### src/hdl/reload_timer_defs.svh
`ifndef RELOAD_TIMER_DEFS_SVH
`define RELOAD_TIMER_DEFS_SVH

// Register offsets within the low address nibble
`define OFF_COUNT      4'h0
`define OFF_MODE       4'h4
`define OFF_FLAG       4'h8
`define OFF_ENABLE     4'hc

// Field positions
`define MODE_AUTO_BIT  7
`define MODE_SEL_MSB   2
`define MODE_SEL_LSB   0
`define FLAG_OVF_BIT   0

// Reset values and counter limits
`define RELOAD_RST     8'h00
`define COUNT_RST      8'h00
`define COUNT_MAX      8'hff
`define SEL_RST        3'h0
`define SEL_EXT        3'h7

`endif

### src/hdl/reload_timer_pkg.sv
package reload_timer_pkg;

    typedef enum logic [1:0] {
        RESP_OKAY   = 2'b00,
        RESP_SLVERR = 2'b10
    } axi_resp_t;

    typedef enum logic [1:0] {
        WR_IDLE = 2'b01,
        WR_RESP = 2'b10
    } wr_state_t;

    typedef enum logic [1:0] {
        RD_IDLE = 2'b01,
        RD_DATA = 2'b10
    } rd_state_t;

endpackage

### src/hdl/count_clock_if.sv
`timescale 1ns/100ps
interface count_clock_if;
    logic [2:0] clk_sel;
    logic       tick;

    modport src  (input  clk_sel, output tick);
    modport user (output clk_sel, input  tick);
endinterface

### src/hdl/count_clock_source.sv
`timescale 1ns/100ps
`include "reload_timer_defs.svh"
module count_clock_source #(
    parameter int PRESC_STAGES = 7
) (
    input  wire logic        clk,
    input  wire logic        rst,
    input  wire logic        ext_clk_pin,
    count_clock_if.src       cc
);

    logic [PRESC_STAGES-1:0] presc_reg;
    logic [PRESC_STAGES-1:0] int_tick;
    logic                    ext_meta_reg;
    logic                    ext_sync_reg;
    logic                    ext_prev_reg;
    logic                    ext_edge;
    logic                    tick_next;

    generate
        if (PRESC_STAGES < 1 || PRESC_STAGES > 7) begin : g_bad
            $error("PRESC_STAGES must be 1 to 7");
        end
    endgenerate

    always_ff @(posedge clk) begin
        if (rst) begin
            presc_reg <= '0;
        end else begin
            presc_reg <= presc_reg + 1'b1;
        end
    end

    // Stage k pulses once every 2^(k+1) system clocks
    genvar k;
    generate
        for (k = 0; k < PRESC_STAGES; k++) begin : g_tap
            assign int_tick[k] = &presc_reg[k:0];
        end
    endgenerate

    // Pin is asynchronous to clk; edges are taken from the second and third stages
    always_ff @(posedge clk) begin
        if (rst) begin
            ext_meta_reg <= 1'b0;
            ext_sync_reg <= 1'b0;
            ext_prev_reg <= 1'b0;
        end else begin
            ext_meta_reg <= ext_clk_pin;
            ext_sync_reg <= ext_meta_reg;
            ext_prev_reg <= ext_sync_reg;
        end
    end

    assign ext_edge = ext_sync_reg & ~ext_prev_reg;

    always_comb begin
        tick_next = 1'b0;
        if (cc.clk_sel == `SEL_EXT) begin
            tick_next = ext_edge;
        end else if (int'(cc.clk_sel) < PRESC_STAGES) begin
            tick_next = int_tick[cc.clk_sel];
        end
    end

    always_ff @(posedge clk) begin
        if (rst) begin
            cc.tick <= 1'b0;
        end else begin
            cc.tick <= tick_next;
        end
    end
endmodule

### src/hdl/reload_timer.sv
`timescale 1ns/100ps
`include "reload_timer_defs.svh"
// How it works
// - Write-only eight-bit reload value register.
// - Writing reload also loads the counter.
// - Auto-reload mode: overflow loads reload value.
// - Overflow period 1 to 256 count clocks.
// - Reload write and count read share address.
// - Reload register resets to zero.
// - Mode bit selects interval or auto-reload.
// - Reset clears counter and mode, counting starts.
// - Three-bit select: seven prescalers or pin.
// - Count clock at maximum sets overflow flag.
// - Flag and enable together request interrupt.
// - Interval mode: overflow wraps counter to zero.
// - Both modes share clocks, flag and interrupt.
module reload_timer
    import reload_timer_pkg::*;
#(
    parameter int ADDR_W       = 5,
    parameter int PRESC_STAGES = 7
) (
    input  wire logic              clk,
    input  wire logic              rst,
    input  wire logic              ext_clk_pin,
    input  wire logic [ADDR_W-1:0] s_axi_awaddr,
    input  wire logic              s_axi_awvalid,
    output logic                   s_axi_awready,
    input  wire logic [31:0]       s_axi_wdata,
    input  wire logic [3:0]        s_axi_wstrb,
    input  wire logic              s_axi_wvalid,
    output logic                   s_axi_wready,
    output logic [1:0]             s_axi_bresp,
    output logic                   s_axi_bvalid,
    input  wire logic              s_axi_bready,
    input  wire logic [ADDR_W-1:0] s_axi_araddr,
    input  wire logic              s_axi_arvalid,
    output logic                   s_axi_arready,
    output logic [31:0]            s_axi_rdata,
    output logic [1:0]             s_axi_rresp,
    output logic                   s_axi_rvalid,
    input  wire logic              s_axi_rready,
    output logic                   irq
);

    generate
        if (ADDR_W < 5) begin : g_bad_addr
            $error("ADDR_W must be at least 5");
        end
    endgenerate

    count_clock_if cc ();

    wr_state_t         wr_state_reg;
    rd_state_t         rd_state_reg;
    logic              aw_have_reg;
    logic              w_have_reg;
    logic [ADDR_W-1:0] awaddr_reg;
    logic [31:0]       wdata_reg;
    logic [3:0]        wstrb_reg;
    logic              aw_fire;
    logic              w_fire;
    logic              ar_fire;
    logic              wr_go;
    logic [ADDR_W-1:0] wr_addr;
    logic [7:0]        wr_byte;
    logic              wr_lane0;
    logic              wr_mapped;
    logic              rd_mapped;
    logic [31:0]       rd_mux;

    logic [7:0]        timer_reload_value_reg;
    logic [7:0]        timer_count_value_reg;
    logic              auto_reload_select_reg;
    logic [2:0]        clock_select_reg;
    logic              overflow_flag_reg;
    logic              overflow_irq_enable_reg;

    logic              wr_count;
    logic              wr_mode;
    logic              wr_flag;
    logic              wr_enable;
    logic              ovf_evt;

    count_clock_source #(
        .PRESC_STAGES (PRESC_STAGES)
    ) u_src (
        .clk         (clk),
        .rst         (rst),
        .ext_clk_pin (ext_clk_pin),
        .cc          (cc.src)
    );

    assign cc.clk_sel = clock_select_reg;

    // Bus handshakes and decode

    assign aw_fire  = s_axi_awvalid & s_axi_awready;
    assign w_fire   = s_axi_wvalid & s_axi_wready;
    assign ar_fire  = s_axi_arvalid & s_axi_arready;
    assign wr_go    = (wr_state_reg == WR_IDLE)
                    & (aw_have_reg | aw_fire) & (w_have_reg | w_fire);
    assign wr_addr  = aw_have_reg ? awaddr_reg : s_axi_awaddr;
    assign wr_byte  = w_have_reg ? wdata_reg[7:0] : s_axi_wdata[7:0];
    assign wr_lane0 = w_have_reg ? wstrb_reg[0] : s_axi_wstrb[0];

    assign wr_mapped = (wr_addr[ADDR_W-1:4] == '0);
    assign rd_mapped = (s_axi_araddr[ADDR_W-1:4] == '0);

    // All fields live in byte lane 0; other lanes are ignored
    assign wr_count  = wr_go & wr_lane0 & wr_mapped & (wr_addr[3:0] == `OFF_COUNT);
    assign wr_mode   = wr_go & wr_lane0 & wr_mapped & (wr_addr[3:0] == `OFF_MODE);
    assign wr_flag   = wr_go & wr_lane0 & wr_mapped & (wr_addr[3:0] == `OFF_FLAG);
    assign wr_enable = wr_go & wr_lane0 & wr_mapped & (wr_addr[3:0] == `OFF_ENABLE);

    always_ff @(posedge clk) begin
        if (rst) begin
            wr_state_reg  <= WR_IDLE;
            s_axi_awready <= 1'b1;
            s_axi_wready  <= 1'b1;
            s_axi_bvalid  <= 1'b0;
            s_axi_bresp   <= RESP_OKAY;
            aw_have_reg   <= 1'b0;
            w_have_reg    <= 1'b0;
            awaddr_reg    <= '0;
            wdata_reg     <= '0;
            wstrb_reg     <= '0;
        end else begin
            case (wr_state_reg)
                WR_IDLE: begin
                    if (aw_fire) begin
                        awaddr_reg    <= s_axi_awaddr;
                        aw_have_reg   <= 1'b1;
                        s_axi_awready <= 1'b0;
                    end
                    if (w_fire) begin
                        wdata_reg    <= s_axi_wdata;
                        wstrb_reg    <= s_axi_wstrb;
                        w_have_reg   <= 1'b1;
                        s_axi_wready <= 1'b0;
                    end
                    if (wr_go) begin
                        s_axi_awready <= 1'b0;
                        s_axi_wready  <= 1'b0;
                        s_axi_bvalid  <= 1'b1;
                        s_axi_bresp   <= wr_mapped ? RESP_OKAY : RESP_SLVERR;
                        wr_state_reg  <= WR_RESP;
                    end
                end
                WR_RESP: begin
                    if (s_axi_bready) begin
                        s_axi_bvalid  <= 1'b0;
                        s_axi_awready <= 1'b1;
                        s_axi_wready  <= 1'b1;
                        aw_have_reg   <= 1'b0;
                        w_have_reg    <= 1'b0;
                        wr_state_reg  <= WR_IDLE;
                    end
                end
                default: begin
                    wr_state_reg <= WR_IDLE;
                end
            endcase
        end
    end

    // Reload value is write-only: its offset reads back the live counter
    always_comb begin
        rd_mux = 32'h0000_0000;
        case (s_axi_araddr[3:0])
            `OFF_COUNT:  rd_mux[7:0] = timer_count_value_reg;
            `OFF_MODE: begin
                rd_mux[`MODE_AUTO_BIT]               = auto_reload_select_reg;
                rd_mux[`MODE_SEL_MSB:`MODE_SEL_LSB]  = clock_select_reg;
            end
            `OFF_FLAG:   rd_mux[`FLAG_OVF_BIT] = overflow_flag_reg;
            `OFF_ENABLE: rd_mux[`FLAG_OVF_BIT] = overflow_irq_enable_reg;
            default:     rd_mux = 32'h0000_0000;
        endcase
    end

    always_ff @(posedge clk) begin
        if (rst) begin
            rd_state_reg  <= RD_IDLE;
            s_axi_arready <= 1'b1;
            s_axi_rvalid  <= 1'b0;
            s_axi_rdata   <= 32'h0000_0000;
            s_axi_rresp   <= RESP_OKAY;
        end else begin
            case (rd_state_reg)
                RD_IDLE: begin
                    if (ar_fire) begin
                        s_axi_arready <= 1'b0;
                        s_axi_rvalid  <= 1'b1;
                        s_axi_rdata   <= rd_mapped ? rd_mux : 32'h0000_0000;
                        s_axi_rresp   <= rd_mapped ? RESP_OKAY : RESP_SLVERR;
                        rd_state_reg  <= RD_DATA;
                    end
                end
                RD_DATA: begin
                    if (s_axi_rready) begin
                        s_axi_rvalid  <= 1'b0;
                        s_axi_arready <= 1'b1;
                        rd_state_reg  <= RD_IDLE;
                    end
                end
                default: begin
                    rd_state_reg <= RD_IDLE;
                end
            endcase
        end
    end

    // Timer core

    assign ovf_evt = cc.tick & (timer_count_value_reg == `COUNT_MAX) & ~wr_count;

    always_ff @(posedge clk) begin
        if (rst) begin
            timer_reload_value_reg <= `RELOAD_RST;
        end else if (wr_count) begin
            timer_reload_value_reg <= wr_byte;
        end
    end

    // A software write beats a simultaneous count tick; that tick is lost
    always_ff @(posedge clk) begin
        if (rst) begin
            timer_count_value_reg <= `COUNT_RST;
        end else if (wr_count) begin
            timer_count_value_reg <= wr_byte;
        end else if (ovf_evt) begin
            if (auto_reload_select_reg) begin
                timer_count_value_reg <= timer_reload_value_reg;
            end else begin
                timer_count_value_reg <= `COUNT_RST;
            end
        end else if (cc.tick) begin
            timer_count_value_reg <= timer_count_value_reg + 8'h01;
        end
    end

    always_ff @(posedge clk) begin
        if (rst) begin
            auto_reload_select_reg <= 1'b0;
            clock_select_reg       <= `SEL_RST;
        end else if (wr_mode) begin
            auto_reload_select_reg <= wr_byte[`MODE_AUTO_BIT];
            clock_select_reg       <= wr_byte[`MODE_SEL_MSB:`MODE_SEL_LSB];
        end
    end

    // Set wins over a write-one-to-clear in the same cycle
    always_ff @(posedge clk) begin
        if (rst) begin
            overflow_flag_reg <= 1'b0;
        end else begin
            overflow_flag_reg <= (overflow_flag_reg
                                  & ~(wr_flag & wr_byte[`FLAG_OVF_BIT]))
                                 | ovf_evt;
        end
    end

    always_ff @(posedge clk) begin
        if (rst) begin
            overflow_irq_enable_reg <= 1'b0;
        end else if (wr_enable) begin
            overflow_irq_enable_reg <= wr_byte[`FLAG_OVF_BIT];
        end
    end

    always_ff @(posedge clk) begin
        if (rst) begin
            irq <= 1'b0;
        end else begin
            irq <= overflow_flag_reg & overflow_irq_enable_reg;
        end
    end
endmodule

### config.mk
export PLATFORM = sky130hd
export DESIGN_NAME = reload_timer
export DESIGN_NICKNAME = d
export VERILOG_FILES = /design/src/hdl/reload_timer_pkg.sv /design/src/hdl/count_clock_if.sv /design/src/hdl/count_clock_source.sv /design/src/hdl/reload_timer.sv
export VERILOG_INCLUDE_DIRS = /design/src /design/src/hdl
export SDC_FILE = /design/constraint.sdc
export NUM_CORES = 1
export LEC_CHECK = 0
export ABC_CLOCK_PERIOD_IN_PS = 2700
export BUFFER_PORTS_ARGS = -buffer_cell sky130_fd_sc_hd__buf_2
export CAP_MARGIN = 15
export CORE_ASPECT_RATIO = 0.6
export CORE_MARGIN = 2
export CORE_UTILIZATION = 55
export CTS_CLUSTER_DIAMETER = 80
export DETAILED_ROUTE_END_ITERATION = 12
export PLACE_DENSITY = 0.95
export SYNTH_ARGS = -nofsm -noshare
export SYNTH_HDL_FRONTEND = slang
export SYNTH_HIERARCHICAL = 1
export SYNTH_SLANG_ARGS = --single-unit
export TNS_END_PERCENT = 10
### constraint.sdc
create_clock -name clk -period 2.7 [get_ports clk]
set_input_delay 0.54 -clock clk [delete_from_list [all_inputs] [get_ports clk]]
set_output_delay 0.54 -clock clk [all_outputs]
set_load 0.05 [all_outputs]
Word level (Yosys, flattened, before mapping)
Cells that the tools add are included.

word-level totals
  register bits = 95
  latch bits = 0
  bits in writable memories = 0
  memory bits (read-only) = 0
  input port bits = 54
  output and inout bits = 42
  word-level logic and storage cells = 142
  memories = 0

operators by class
  add/subtract/negate cells = 2
  multiply operators = 0
  div/mod/pow operators = 0
  $lt $le $gt $ge = 2
  equal/unequal tests = 20
  shifts and indexed selects = 0
  muxes and demuxes = 44
  bitwise gates (word level) = 24
  reductions and logical operators = 23

operator list
  kind                 count
  $mux 8               6
  $reduce_and 3->1     7
  $and 1x1->1          17
  $mux 1               17
  $eq 4x4->1 const B   4
  $pmux 1 s2           8
  $reduce_and 2->1     7
  $mux 2               6
  $ne 2x2->1 const B   6
  $pmux 2 s2           3
  $add 8x1->8 const B  1
  $eq 4x3->1 const B   2
  $eq 8x8->1 const B   1
  $logic_not 4->1      2
  $add 7x1->7 const B  1
  $reduce_and 7->1     1
  $ne 3x3->1 const B   2
  $reduce_and 6->1     1
  $mux 5               1
  $reduce_and 5->1     1
  $eq 2x1->1 const B   2
  $eq 2x2->1 const B   2
  $lt 3x4->1 const B   1
  $mux 4               1
  other kinds (9)      15

Longest topological paths before layout
Gate-level depths: netlist of run 1.

  depth after elaboration = 11
  depth in mapped cells = 7
  mapped depth without buffers = 6

Hierarchy
The synthesis of run 1 kept the hierarchy.

by module, submodules not included
  module              instances  cells each  area each (sq um)
  reload_timer        1          314         2771.4
  count_clock_source  1          46          449.2

Worst setup path before layout of run 1
No wires, ideal clock.

  path type = reg2reg
  start = reg s_axi_wready
  end = reg clock_select_reg[2], in the netlist cc.clk_sel[2]
  data arrival time = 1.726 ns
  required time = 2.572 ns
  setup slack = 0.846 ns
  cell stages (with the launch flop) = 6
  buffers on the path = 0
  period minus slack after synthesis = 1.854 ns
  path through = dfxtp_1 nand4b_1 a211o_1 nor3_4 mux2i_1 nor2_1

on the way
  cells in the longest elaborated chain, start to end = 6

RTL lines
  element                    line                 source
  from (decl)                reload_timer.sv:32   output logic s_axi_wready,
  from (signal assigned)     reload_timer.sv:120  s_axi_wready <= 1'b1;
  from (signal assigned)     reload_timer.sv:140  s_axi_wready <= 1'b0;
  from (signal assigned)     reload_timer.sv:144  s_axi_wready <= 1'b0;
  $and 1x1->1                reload_timer.sv:99   assign w_fire = s_axi_wvalid & s_axi_wready;
  $or 1x1->1                 reload_timer.sv:102  & (aw_have_reg | aw_fire) & (w_have_reg | w_fire);
  $and 1x1->1                reload_timer.sv:102
  $and 1x1->1 (3 in series)  reload_timer.sv:112  assign wr_mode = wr_go & wr_lane0 & wr_mapped & (wr_addr[3:0] == `OFF_MODE);
  to (signal assigned)       reload_timer.sv:246  clock_select_reg <= `SEL_RST;
  to (signal assigned)       reload_timer.sv:249  clock_select_reg <= wr_byte[`MODE_SEL_MSB:`MODE_SEL_LSB];
  to (decl)                  reload_timer.sv:75   logic [2:0] clock_select_reg;

No other way between the ends.
A chain may end at the register's enable or synchronous reset.

Worst setup path after layout of run 1
  start = reg aw_have_reg
  end = reg timer_reload_value_reg[2]

on the way
  cells in the longest elaborated chain, start to end = 6
  elaborated cells between the ends (all ways) = 9
  those cells by class = 1 x mux; 7 x bitwise; 1 x reduce/logical

RTL lines
  element                    line                 source
  from (decl)                reload_timer.sv:56   logic aw_have_reg;
  from (signal assigned)     reload_timer.sv:123  aw_have_reg <= 1'b0;
  from (signal assigned)     reload_timer.sv:133  aw_have_reg <= 1'b1;
  from (signal assigned)     reload_timer.sv:155  aw_have_reg <= 1'b0;
  $or 1x1->1                 reload_timer.sv:102
  $and 1x1->1 (2 in series)  reload_timer.sv:102
  $and 1x1->1 (2 in series)  reload_timer.sv:111  assign wr_count = wr_go & wr_lane0 & wr_mapped & (wr_addr[3:0] == `OFF_COUNT);
  $and 1x1->1 (*)            reload_timer.sv:111
  to (signal assigned)       reload_timer.sv:220  timer_reload_value_reg <= `RELOAD_RST;
  to (signal assigned)       reload_timer.sv:222  timer_reload_value_reg <= wr_byte;
  to (decl)                  reload_timer.sv:72   logic [7:0] timer_reload_value_reg;

Mark *: on every way between the ends. The rest lies on a longest branch, timed or not.

==> results.md, run 1 <==
- Routed via count: 2642
- Synthesized area per cell: roughly 8.9 sq um
- CTS Hold Bufs: 0
- Area Overhead vs Synth: 12.9%
- Nature of the critical path startpoint: register
- Final worst-path cycle share: 75.6%
- Starting Density: between 50 and 60%
- Post-synthesis async set-or-reset flop share: 0%
- Setup TNS: 0 ps
- Run status: finished clean
- Pwr/cell area: 713 nW/um^2
- # Post-CTS Setup Buffers: 0
- Drt wl/cell: 13.6 um
- Port bufs: 42
- Crit path DAT: about 2300 ps
- FMAX: 0.490 GHz
- Clk sinks: 69
- Vias in the first global route: 2455
- #FFs+latches synth: 69
- DRC Markers: 0
- Core area: between 5000 and 6000 sq um
- Antenna Nets Post-Route: 0
- CP cell instances: mux2i_1, nand3_1, buf_4, o21ai_0, nor2_1
- Fin. max-slew vios: 0
- Max_slew headroom: between 40% and 50%
- Pre-CTS WS: 680 ps
- Final hold violations: 0
- Post-synthesis cell area: about 3200 sq um
- Die X: 103 um
- Full die area: 6500 sq um
- Final Power: about 2.6 mW
- First-pass GRT wire length: 11.2 mm
- Unrepaired setup endpoints after global routing: no
- Clk_skew: between 5 and 6 ps
- Drt via density: 5.46
- First-pass detailed-route iteration total: 5
- CTS resizes: 0
- Worst-skew pair later-pin latency: 340 ps
- Primary FF master, synth: dfxtp_1
- CTS H-tree lvls: 3
- Synth Warn #: 6
- RD Place Congestion: ~0.84
- Critical Path Sink Type: register
- Final Critical Period: 2040 ps
- Total CTS buffers: 9
- Yosys cell types: 54
- Die Y: 63.3 um
- CTS tree: built
- VDD IR max: 0.000498 V
- Sequential area share after synthesis: between 40% and 50%
- Fillers: 489
- GRT overflow: 0
- Initial antenna violation count: 0
- Final setup viols: 0
- Worst-path maximum fanout: 15
- Worst path required time: about 2900 ps
- Slowest cell delay on critical path: 600 ps
- WHS: around 420 ps
- Cells after synthesis: 360
- Worst-Margin Slew: 748 ps
- Largest net degree at the start of global routing: 25
- DR iter-0 viols: 129
- Final nets: 456
- Post-synth EDFFs: 0
- Routed WL: 6.59 mm
- Rows: 21
- Fraction of layout cells with a size suffix above 1: 20.5%
- Placed cells: 468
- Most common cell after layout, fill and taps aside: dfxtp_1
- # IOs: 96
- HP Class: in2reg
- Final WS setup: 660 ps
- Root buf cell: clkbuf_8
- Crit-path slowest cell: mux2i_1
- Setup CP Type: reg2reg
- Antenna fix cells: 0
- Finished Layout Cells: 484
- Maximum root-to-sink buffer count: 2
- Global Route Usage Sum: 22.0%
- Hpwl dp: approximately 4.8 mm
- Leakage: between 1.5 and 2 nW
- CTS clk-pin slew, worst paths: ~70 ps
- MaxCap Viol Count: 0
- Most frequent cells in the layout: dfxtp_1, buf_2, nand2_1, nor2_1
==> Yosys cell counts, drive strengths merged (2+ instances only) <==
master  number  share of area [%]
nor3         9                1.7
a41o         2               0.62
nor2b        8                1.6
mux2i       17                5.3
o21ai       11                1.7
nand2       41                4.8
nand3b       2               0.47
xor2         2               0.54
inv          4               0.47
mux2        10                3.7
nand4b       2               0.54
and4         4                1.1
nand4        3               0.58
and2         4               0.78
nand3       16                2.6
a21oi       26                4.0
clkbuf       9                1.0
ha           3                1.2
a22oi        8                1.9
a311oi       2               0.54
xnor2        2               0.54
a21o         2               0.47
nor2        38                4.4
and3         5                1.2
buf         34                7.6
nor3b        3               0.70
a211oi       5                1.9
o211ai       2               0.47
dfxtp       69                 43
==> final cells by class <==
| cell class | instances | area, sq um | area share [%] |
|---|---|---|---|
| inverters | 4 | 15.0 | 0.413 |
| repair buffers | 46 | 240 | 6.61 |
| well taps | 80 | 100 | 2.75 |
| clock buffers | 13 | 169 | 4.65 |
| clock inverters | 3 | 90.1 | 2.48 |
| multi-input cells | 269 | 1640 | 45.1 |
| flip-flops and latches | 69 | 1380 | 38.0 |
==> kinds of logic after synthesis <==
group	after synthesis	synth area share, %
other	1	0.116
adder cells (fa/ha/maj)	3	1.17
AO/OA/AOI/OAI	70	14.9
flip-flops	69	42.9
XOR/XNOR	4	1.09
buffers and inverters	47	9.09
multiplexers	28	9.71
AND/OR/NAND/NOR	138	21.1
==> path summary, 6_finish.rpt <==
check                           from                        end  slack [ps]  cells past startpoint
hold reg to reg   u_src/ext_meta_reg         u_src/ext_sync_reg         450                      1
hold / removal           ext_clk_pin         u_src/ext_meta_reg         420                      2
setup reg to reg         aw_have_reg  timer_reload_value_reg[2]         660                      5
setup / recovery         aw_have_reg  timer_reload_value_reg[2]         660                      5
==> per-stage QoR <==
stage          instance area (sq um)  utilization [%]
6_report                        3640             64.7
3_5_place_dp                    3380             60.1
4_1_cts                         3640             64.7
3_3_place_gp                    3380             60.1
2_1_floorplan                   3310                -
5_1_grt                         3640             64.7
==> metal layers <==
metal	share of wire, %	track usage [%]
met3	7.3	7.55
met2	47	33.5
met4	1.2	7.89
met5	0	0
met1	45	28.8
==> critical path, delay by kind of cell (launching register included) <==
family	cells	cell delay, ps
buffers and inverters	1	240
AOI/OAI and AO/OA	1	290
and+or+nand+nor	2	240
muxes	1	600
DFF	1	540
==> power by group <==
| part | leakage [nW] | internal [mW] | switching [mW] |
|---|---|---|---|
| sequential | 0.562 | 1.08 | 0.0548 |
| clock | 0.130 | 0.690 | 0.374 |
| combinational | 0.828 | 0.124 | 0.276 |
| total | 1.52 | 1.89 | 0.705 |
Note: power is estimated with default switching activity, not from simulation.
==> run 2, diff against run 1 <==
Settings changed: ABC_CLOCK_PERIOD_IN_PS 2700 to 2000, CORE_UTILIZATION 55 to 51, PLACE_DENSITY 0.95 to 0.9.
Clock period 2.7 ns to 2 ns, I/O delays scaled along.
==> run 2 against run 1 <==
Against the previous run: first-iteration DRC count decreased by 7.8%; global-route usage down 1.2 points; clock power down 8%; cell area is 1.0% lower; register-to-register slack lost 560 ps; largest power group unchanged.
==> results.md, run 2 (same netlist as run 1, synthesis figures left out) <==
- Die X: 107 um (was 103 um)
- Run status: finished clean (unchanged)
- # Post-CTS Setup Buffers: 0 (unchanged)
- Starting Density: 52.7% (was 57.3%)
- Worst-skew pair later-pin latency: 340 ps (about the same)
- Drt via density: 5.30 (was 5.46)
- Final worst-path cycle share: 95.2% (was 75.6%)
- Antenna Nets Post-Route: 0 (unchanged)
- Root buf cell: clkbuf_8 (unchanged)
- Most common cell after layout, fill and taps aside: dfxtp_1 (unchanged)
- DRC Markers: 0 (unchanged)
- Final instance area: 3600 sq um (was 3640 sq um)
- Hpwl dp: 4.83 mm (was 4.81 mm)
- Port bufs: 42 (unchanged)
- Routed via count: 2600 (was 2642)
- Finished Layout Cells: 491 (was 484)
- Leakage: 1.51 nW (was 1.52 nW)
- RD Place Congestion: 0.815 (was 0.839)
- Clk_skew: 6.21 ps (was 5.36 ps)
- Global Route Usage Sum: 20.7% (was 22.0%)
- Final nets: 461 (was 456)
- FMAX: 0.525 GHz (was 0.490 GHz)
- Placed cell area: 3430 sq um (was 3380 sq um)
- Fillers: 552 (was 489)
- First-pass GRT wire length: 11.2 mm (about the same)
- Rows: 22 (was 21)
- First-pass detailed-route iteration total: 5 (unchanged)
- Fin. max-slew vios: 0 (unchanged)
- FF/Latch Area: 1380 sq um (about the same)
- Antenna fix cells: 0 (unchanged)
- GRT overflow: 0 (unchanged)
- Maximum root-to-sink buffer count: 2 (unchanged)
- HP Class: in2reg (unchanged)
- Worst-path maximum fanout: 5 (was 15)
- Final hold violations: 0 (unchanged)
- CTS tree: built (unchanged)
- # IOs: 96 (unchanged)
- Drt wl/cell: 13.5 um (was 13.6 um)
- Core area: 6110 sq um (was 5620 sq um)
- Nature of the critical path startpoint: register (unchanged)
- MaxCap Viol Count: 0 (unchanged)
- Total CTS buffers: 9 (unchanged)
- Crit path DAT: 2160 ps (was 2260 ps)
- Multi-input gate area: 1640 sq um (unchanged)
- Vias in the first global route: 2406 (was 2455)
- Clk sinks: 69 (unchanged)
- Routed WL: 6.63 mm (was 6.59 mm)
- Final Critical Period: 1900 ps (was 2040 ps)
- CTS clk-pin slew, worst paths: 70 ps (about the same)
- Pwr/cell area: 848 nW/um^2 (was 713 nW/um^2)
- Worst-Margin Slew: 584 ps (was 748 ps)
- Setup TNS: 0 ps (unchanged)
- Die Y: 65.6 um (was 63.3 um)
- Setup CP Type: reg2reg (unchanged)
- Most frequent cells in the layout: dfxtp_1, buf_2, nand2_1, nor2_1 (unchanged)
- Flop-to-flop setup slack: 100 ps (was 660 ps)
- Largest net degree at the start of global routing: 59 (was 25)
- Initial antenna violation count: 0 (unchanged)
- CTS H-tree lvls: 3 (unchanged)
- Area Overhead vs Synth: 11.7% (was 12.9%)
- Placed cells: 477 (was 468)
- DR iter-0 viols: 119 (was 129)
- Max_slew headroom: 61.0% (was 49.6%)
- Fraction of layout cells with a size suffix above 1: 21.4% (was 20.5%)
- Critical Path Sink Type: register (unchanged)
- Final setup viols: 0 (unchanged)
- VDD IR max: 0.000679 V (was 0.000498 V)
- Full die area: 6990 sq um (was 6500 sq um)
- Unrepaired setup endpoints after global routing: no (unchanged)
- Worst path required time: 2260 ps (was 2920 ps)
- CTS Hold Bufs: 0 (unchanged)
[run 2: final timing paths]
path / from / to / depth (start not counted)
worst max-delay path: timer_count_value_reg[1] / timer_count_value_reg[0] / 6
worst min-delay path: ext_clk_pin / u_src/ext_meta_reg / 2
worst max register to register: timer_count_value_reg[1] / timer_count_value_reg[0] / 6
worst min register to register: u_src/ext_meta_reg / u_src/ext_sync_reg / 1
[run 2: area by class of cell]
class                           count  share of cell area [%]
Multi-Input combinational cell    269                    45.6
Sequential cell                    69                    38.4
Timing Repair Buffer               51                    8.07
Clock buffer                       12                    4.31
Tap cell                           84                    2.92
Inverter                            4                   0.417
Clock inverter                      2                   0.278
[run 2: repair_timing]
item                                   in CTS  in global routing
setup endpoints to repair                   0                 12
endpoints found under the hold margin       0                  0
resized for setup                           0                  1
[run 2: worst max-delay path: stages, from the launching register on]
cell and delay, ps:
dfxtp_1 400, ha_1 220, and4_1 280, and2_1 290, mux2i_1 250, mux2i_1 130
a211oi_2 250
[run 2: per-stage QoR]
step	util [%]	hold WS [ps]	total power, mW	setup WS [ps]
after floorplan	-	414	2.02	146
after global placement	56.2	418	2.08	155
after detailed placement	56.2	430	2.11	116
after CTS	58.9	256	3.08	95.5
after global routing	58.9	286	3.22	16.7
final	58.9	276	3.05	95.6
[run 2: power breakdown]
group,switching (mW),internal [mW],total [mW]
combinational,0.391,0.179,0.570
clock,0.471,0.500,0.971
sequential,0.0576,1.45,1.51
total,0.920,2.13,3.05
[run 2: layer usage]
metal  part of all wire (%)  vias up  track usage, %
met5                      0        -               0
met4                    1.0        0            4.87
met3                    7.2       13            7.44
met2                     47       80            34.5
met1                     45     1200            25.9
li1                       -     1307               -
==> run 3, diff against run 2 <==
Settings changed: ABC_AREA set to 1, CORE_UTILIZATION 51 to 52, MAX_ROUTING_LAYER set to met4, PLACE_DENSITY 0.9 to 0.91.
==> run 3 against run 2 <==
Against the previous run: die area increased by 3.0%; power up 6.2%; first-iteration DRC count up 42%; sequential power about the same; critical path type unchanged; highest routed layer unchanged.
==> results.md, run 3 <==
- Run status: finished clean (unchanged)
- DRC Markers: 0 (unchanged)
- Core area: 6190 sq um (was 6110 sq um)
- Antenna fix cells: 0 (unchanged)
- Top cell type's share of synthesized area: 40.8% (was 42.9%)
- Port bufs: 42 (unchanged)
- Final Power: 3.24 mW (was 3.05 mW)
- Cells after synthesis: 485 (was 360)
- Leakage: 1.76 nW (was 1.51 nW)
- First-pass detailed-route iteration total: 4 (was 5)
- First-pass GRT wire length: 12.7 mm (was 11.2 mm)
- Routed WL: 7.37 mm (was 6.63 mm)
- Worst-skew pair later-pin latency: 350 ps (was 340 ps)
- Die X: 108 um (was 107 um)
- Primary FF master, synth: dfxtp_1 (unchanged)
- Hpwl dp: 5.43 mm (was 4.83 mm)
- Sequential area share after synthesis: 40.8% (was 42.9%)
- CTS resizes: 0 (unchanged)
- Fraction of layout cells with a size suffix above 1: 14.9% (was 21.4%)
- # IOs: 96 (unchanged)
- Worst-path maximum fanout: 6 (was 5)
- Drt via density: 4.92 (was 5.30)
- # Post-CTS Setup Buffers: 0 (unchanged)
- Antenna Nets Post-Route: 0 (unchanged)
- Clk_skew: 8.15 ps (was 6.21 ps)
- MaxCap Viol Count: 0 (unchanged)
- Largest net degree at the start of global routing: 25 (was 59)
- Critical Path Sink Type: register (unchanged)
- Vias in the first global route: 2859 (was 2406)
- Pwr/cell area: 861 nW/um^2 (was 848 nW/um^2)
- GRT overflow: 0 (unchanged)
- Synthesized area per cell: 6.99 sq um (was 8.95 sq um)
- RD Place Congestion: 0.873 (was 0.815)
- Flop-to-flop setup slack: 250 ps (was 100 ps)
- Die Y: 66.5 um (was 65.6 um)
- Rows: 22 (unchanged)
- DR iter-0 viols: 169 (was 119)
- Synth Area in XOR/XNOR: 1.29% (was 1.09%)
- FMAX: 0.571 GHz (was 0.525 GHz)
- Routed via count: 3058 (was 2600)
- Largest area contributor in the netlist: dfxtp_1 (unchanged)
- Global Route Usage Sum: 23.5% (was 20.7%)
- VDD IR max: 0.000466 V (was 0.000679 V)
- Synth Warn #: 6 (unchanged)
- CTS clk-pin slew, worst paths: 70 ps (about the same)
- Fillers: 589 (was 552)
- Post-synthesis cell area: 3390 sq um (was 3220 sq um)
- Unrepaired setup endpoints after global routing: no (unchanged)
- Synth Area in Compound Gates: 12.6% (was 14.9%)
- Crit path DAT: 2030 ps (was 2160 ps)
- Largest family of logic cells by synthesized area: simple AND/OR/NAND/NOR gates (unchanged)
- CTS tree: built (unchanged)
- Multi-input gate area: 1580 sq um (was 1640 sq um)
- Most frequent cells in the layout: nand2_1, dfxtp_1, inv_1, a21oi_1, nor2_1 (was dfxtp_1, buf_2, nand2_1, nor2_1)
- Fin. max-slew vios: 0 (unchanged)
- Worst path required time: 2280 ps (was 2260 ps)
- Nature of the critical path startpoint: register (unchanged)
- Yosys cell types: 36 (was 54)
- Root buf cell: clkbuf_8 (unchanged)
- Synth top cells by count: nand2_1, dfxtp_1, inv_1 (was dfxtp_1, nand2_1, nor2_1)
- Final hold violations: 0 (unchanged)
- Area Overhead vs Synth: 11.2% (was 11.7%)
- Final nets: 590 (was 461)
- Adder-Cell Fraction of Synth Area: 1.11% (was 1.17%)
- Full die area: 7200 sq um (was 6990 sq um)
- Setup CP Type: reg2reg (unchanged)
- Area contributors post-synth: dfxtp_1, nand2_1, inv_1 (was dfxtp_1, buf_4, mux2i_1)
- Most instantiated library cell after synthesis: nand2_1 (was dfxtp_1)
- FF/Latch Area: 1380 sq um (about the same)
- Post-synth EDFFs: 0 (unchanged)
- Multiplexer share of the synthesized area: 0% (was 9.71%)
- Most common cell after layout, fill and taps aside: nand2_1 (was dfxtp_1)
- Starting Density: 54.7% (was 52.7%)
- Final Critical Period: 1750 ps (was 1900 ps)
- Final worst-path cycle share: 87.5% (was 95.2%)
- Initial antenna violation count: 0 (unchanged)
- #FFs+latches synth: 69 (unchanged)
- Drt wl/cell: 11.9 um (was 13.5 um)
- Post-synthesis async set-or-reset flop share: 0% (unchanged)
- Maximum root-to-sink buffer count: 2 (unchanged)
- HP Class: in2reg (unchanged)
- Setup TNS: 0 ps (unchanged)
- Simple-Gate Fraction of Synth Area: 28.6% (was 21.1%)
- CTS Hold Bufs: 0 (unchanged)
- Final setup viols: 0 (unchanged)
- Clk sinks: 69 (unchanged)
- CTS H-tree lvls: 3 (unchanged)
- Total CTS buffers: 9 (unchanged)
## run 3: layout make-up
class | count | area share [%]
timing repair buffer | 49 | 6.98
sequential | 69 | 36.7
tap | 84 | 2.79
inverter | 69 | 7.01
multi-input combinational | 335 | 41.8
clock inverter | 1 | 0.133
clock buffer | 14 | 4.58
## run 3: cells by family after synthesis
group / after synthesis
AO/OA/AOI/OAI: 83
XOR/XNOR: 5
adder cells (fa/ha/maj): 3
buffers and inverters: 106
flip-flops: 69
other: 1
AND/OR/NAND/NOR: 218
## run 3: layer usage
layer	up-vias	global-route usage [%]	wire, um
met2	103	35.1	3130
met5	-	-	0
met3	9	6.75	564
li1	1583	-	-
met4	0	9.29	70
met1	1363	30.3	3610
## run 3: metrics by stage
step	util, %	hold WS [ps]	instance area (sq um)	setup WS (ps)	std cells
detailed placement	57.9	410	3590	170	606
global route	60.8	262	3770	65.4	621
global placement	57.9	398	3590	241	606
floorplan	-	388	3480	276	510
CTS	60.8	244	3770	285	621
finish	60.8	254	3770	250	621
## run 3: path summary, 6_finish.rpt
kind	start	cells past startpoint	to
min reg2reg	u_src/ext_meta_reg	2	u_src/ext_sync_reg
max reg2reg	timer_count_value_reg[1]	9	timer_count_value_reg[1]
min	ext_clk_pin	3	u_src/ext_meta_reg
max	timer_count_value_reg[1]	9	timer_count_value_reg[1]
## run 3: worst max-delay path, cell delays in order, from the launching register on
cell     delay, ps
dfxtp_1        390
ha_1           250
nand2_1         90
nor2_2         180
nand2_2        150
nor2_4         210
nand3_1        130
nand2_1         80
nand2_1         50
a21oi_1        150
## run 3: report_power, final
group | switching [mW] | leakage [nW] | internal (mW)
clock | 0.496 | 0.0926 | 0.544
combinational | 0.490 | 1.10 | 0.167
sequential | 0.0667 | 0.564 | 1.48
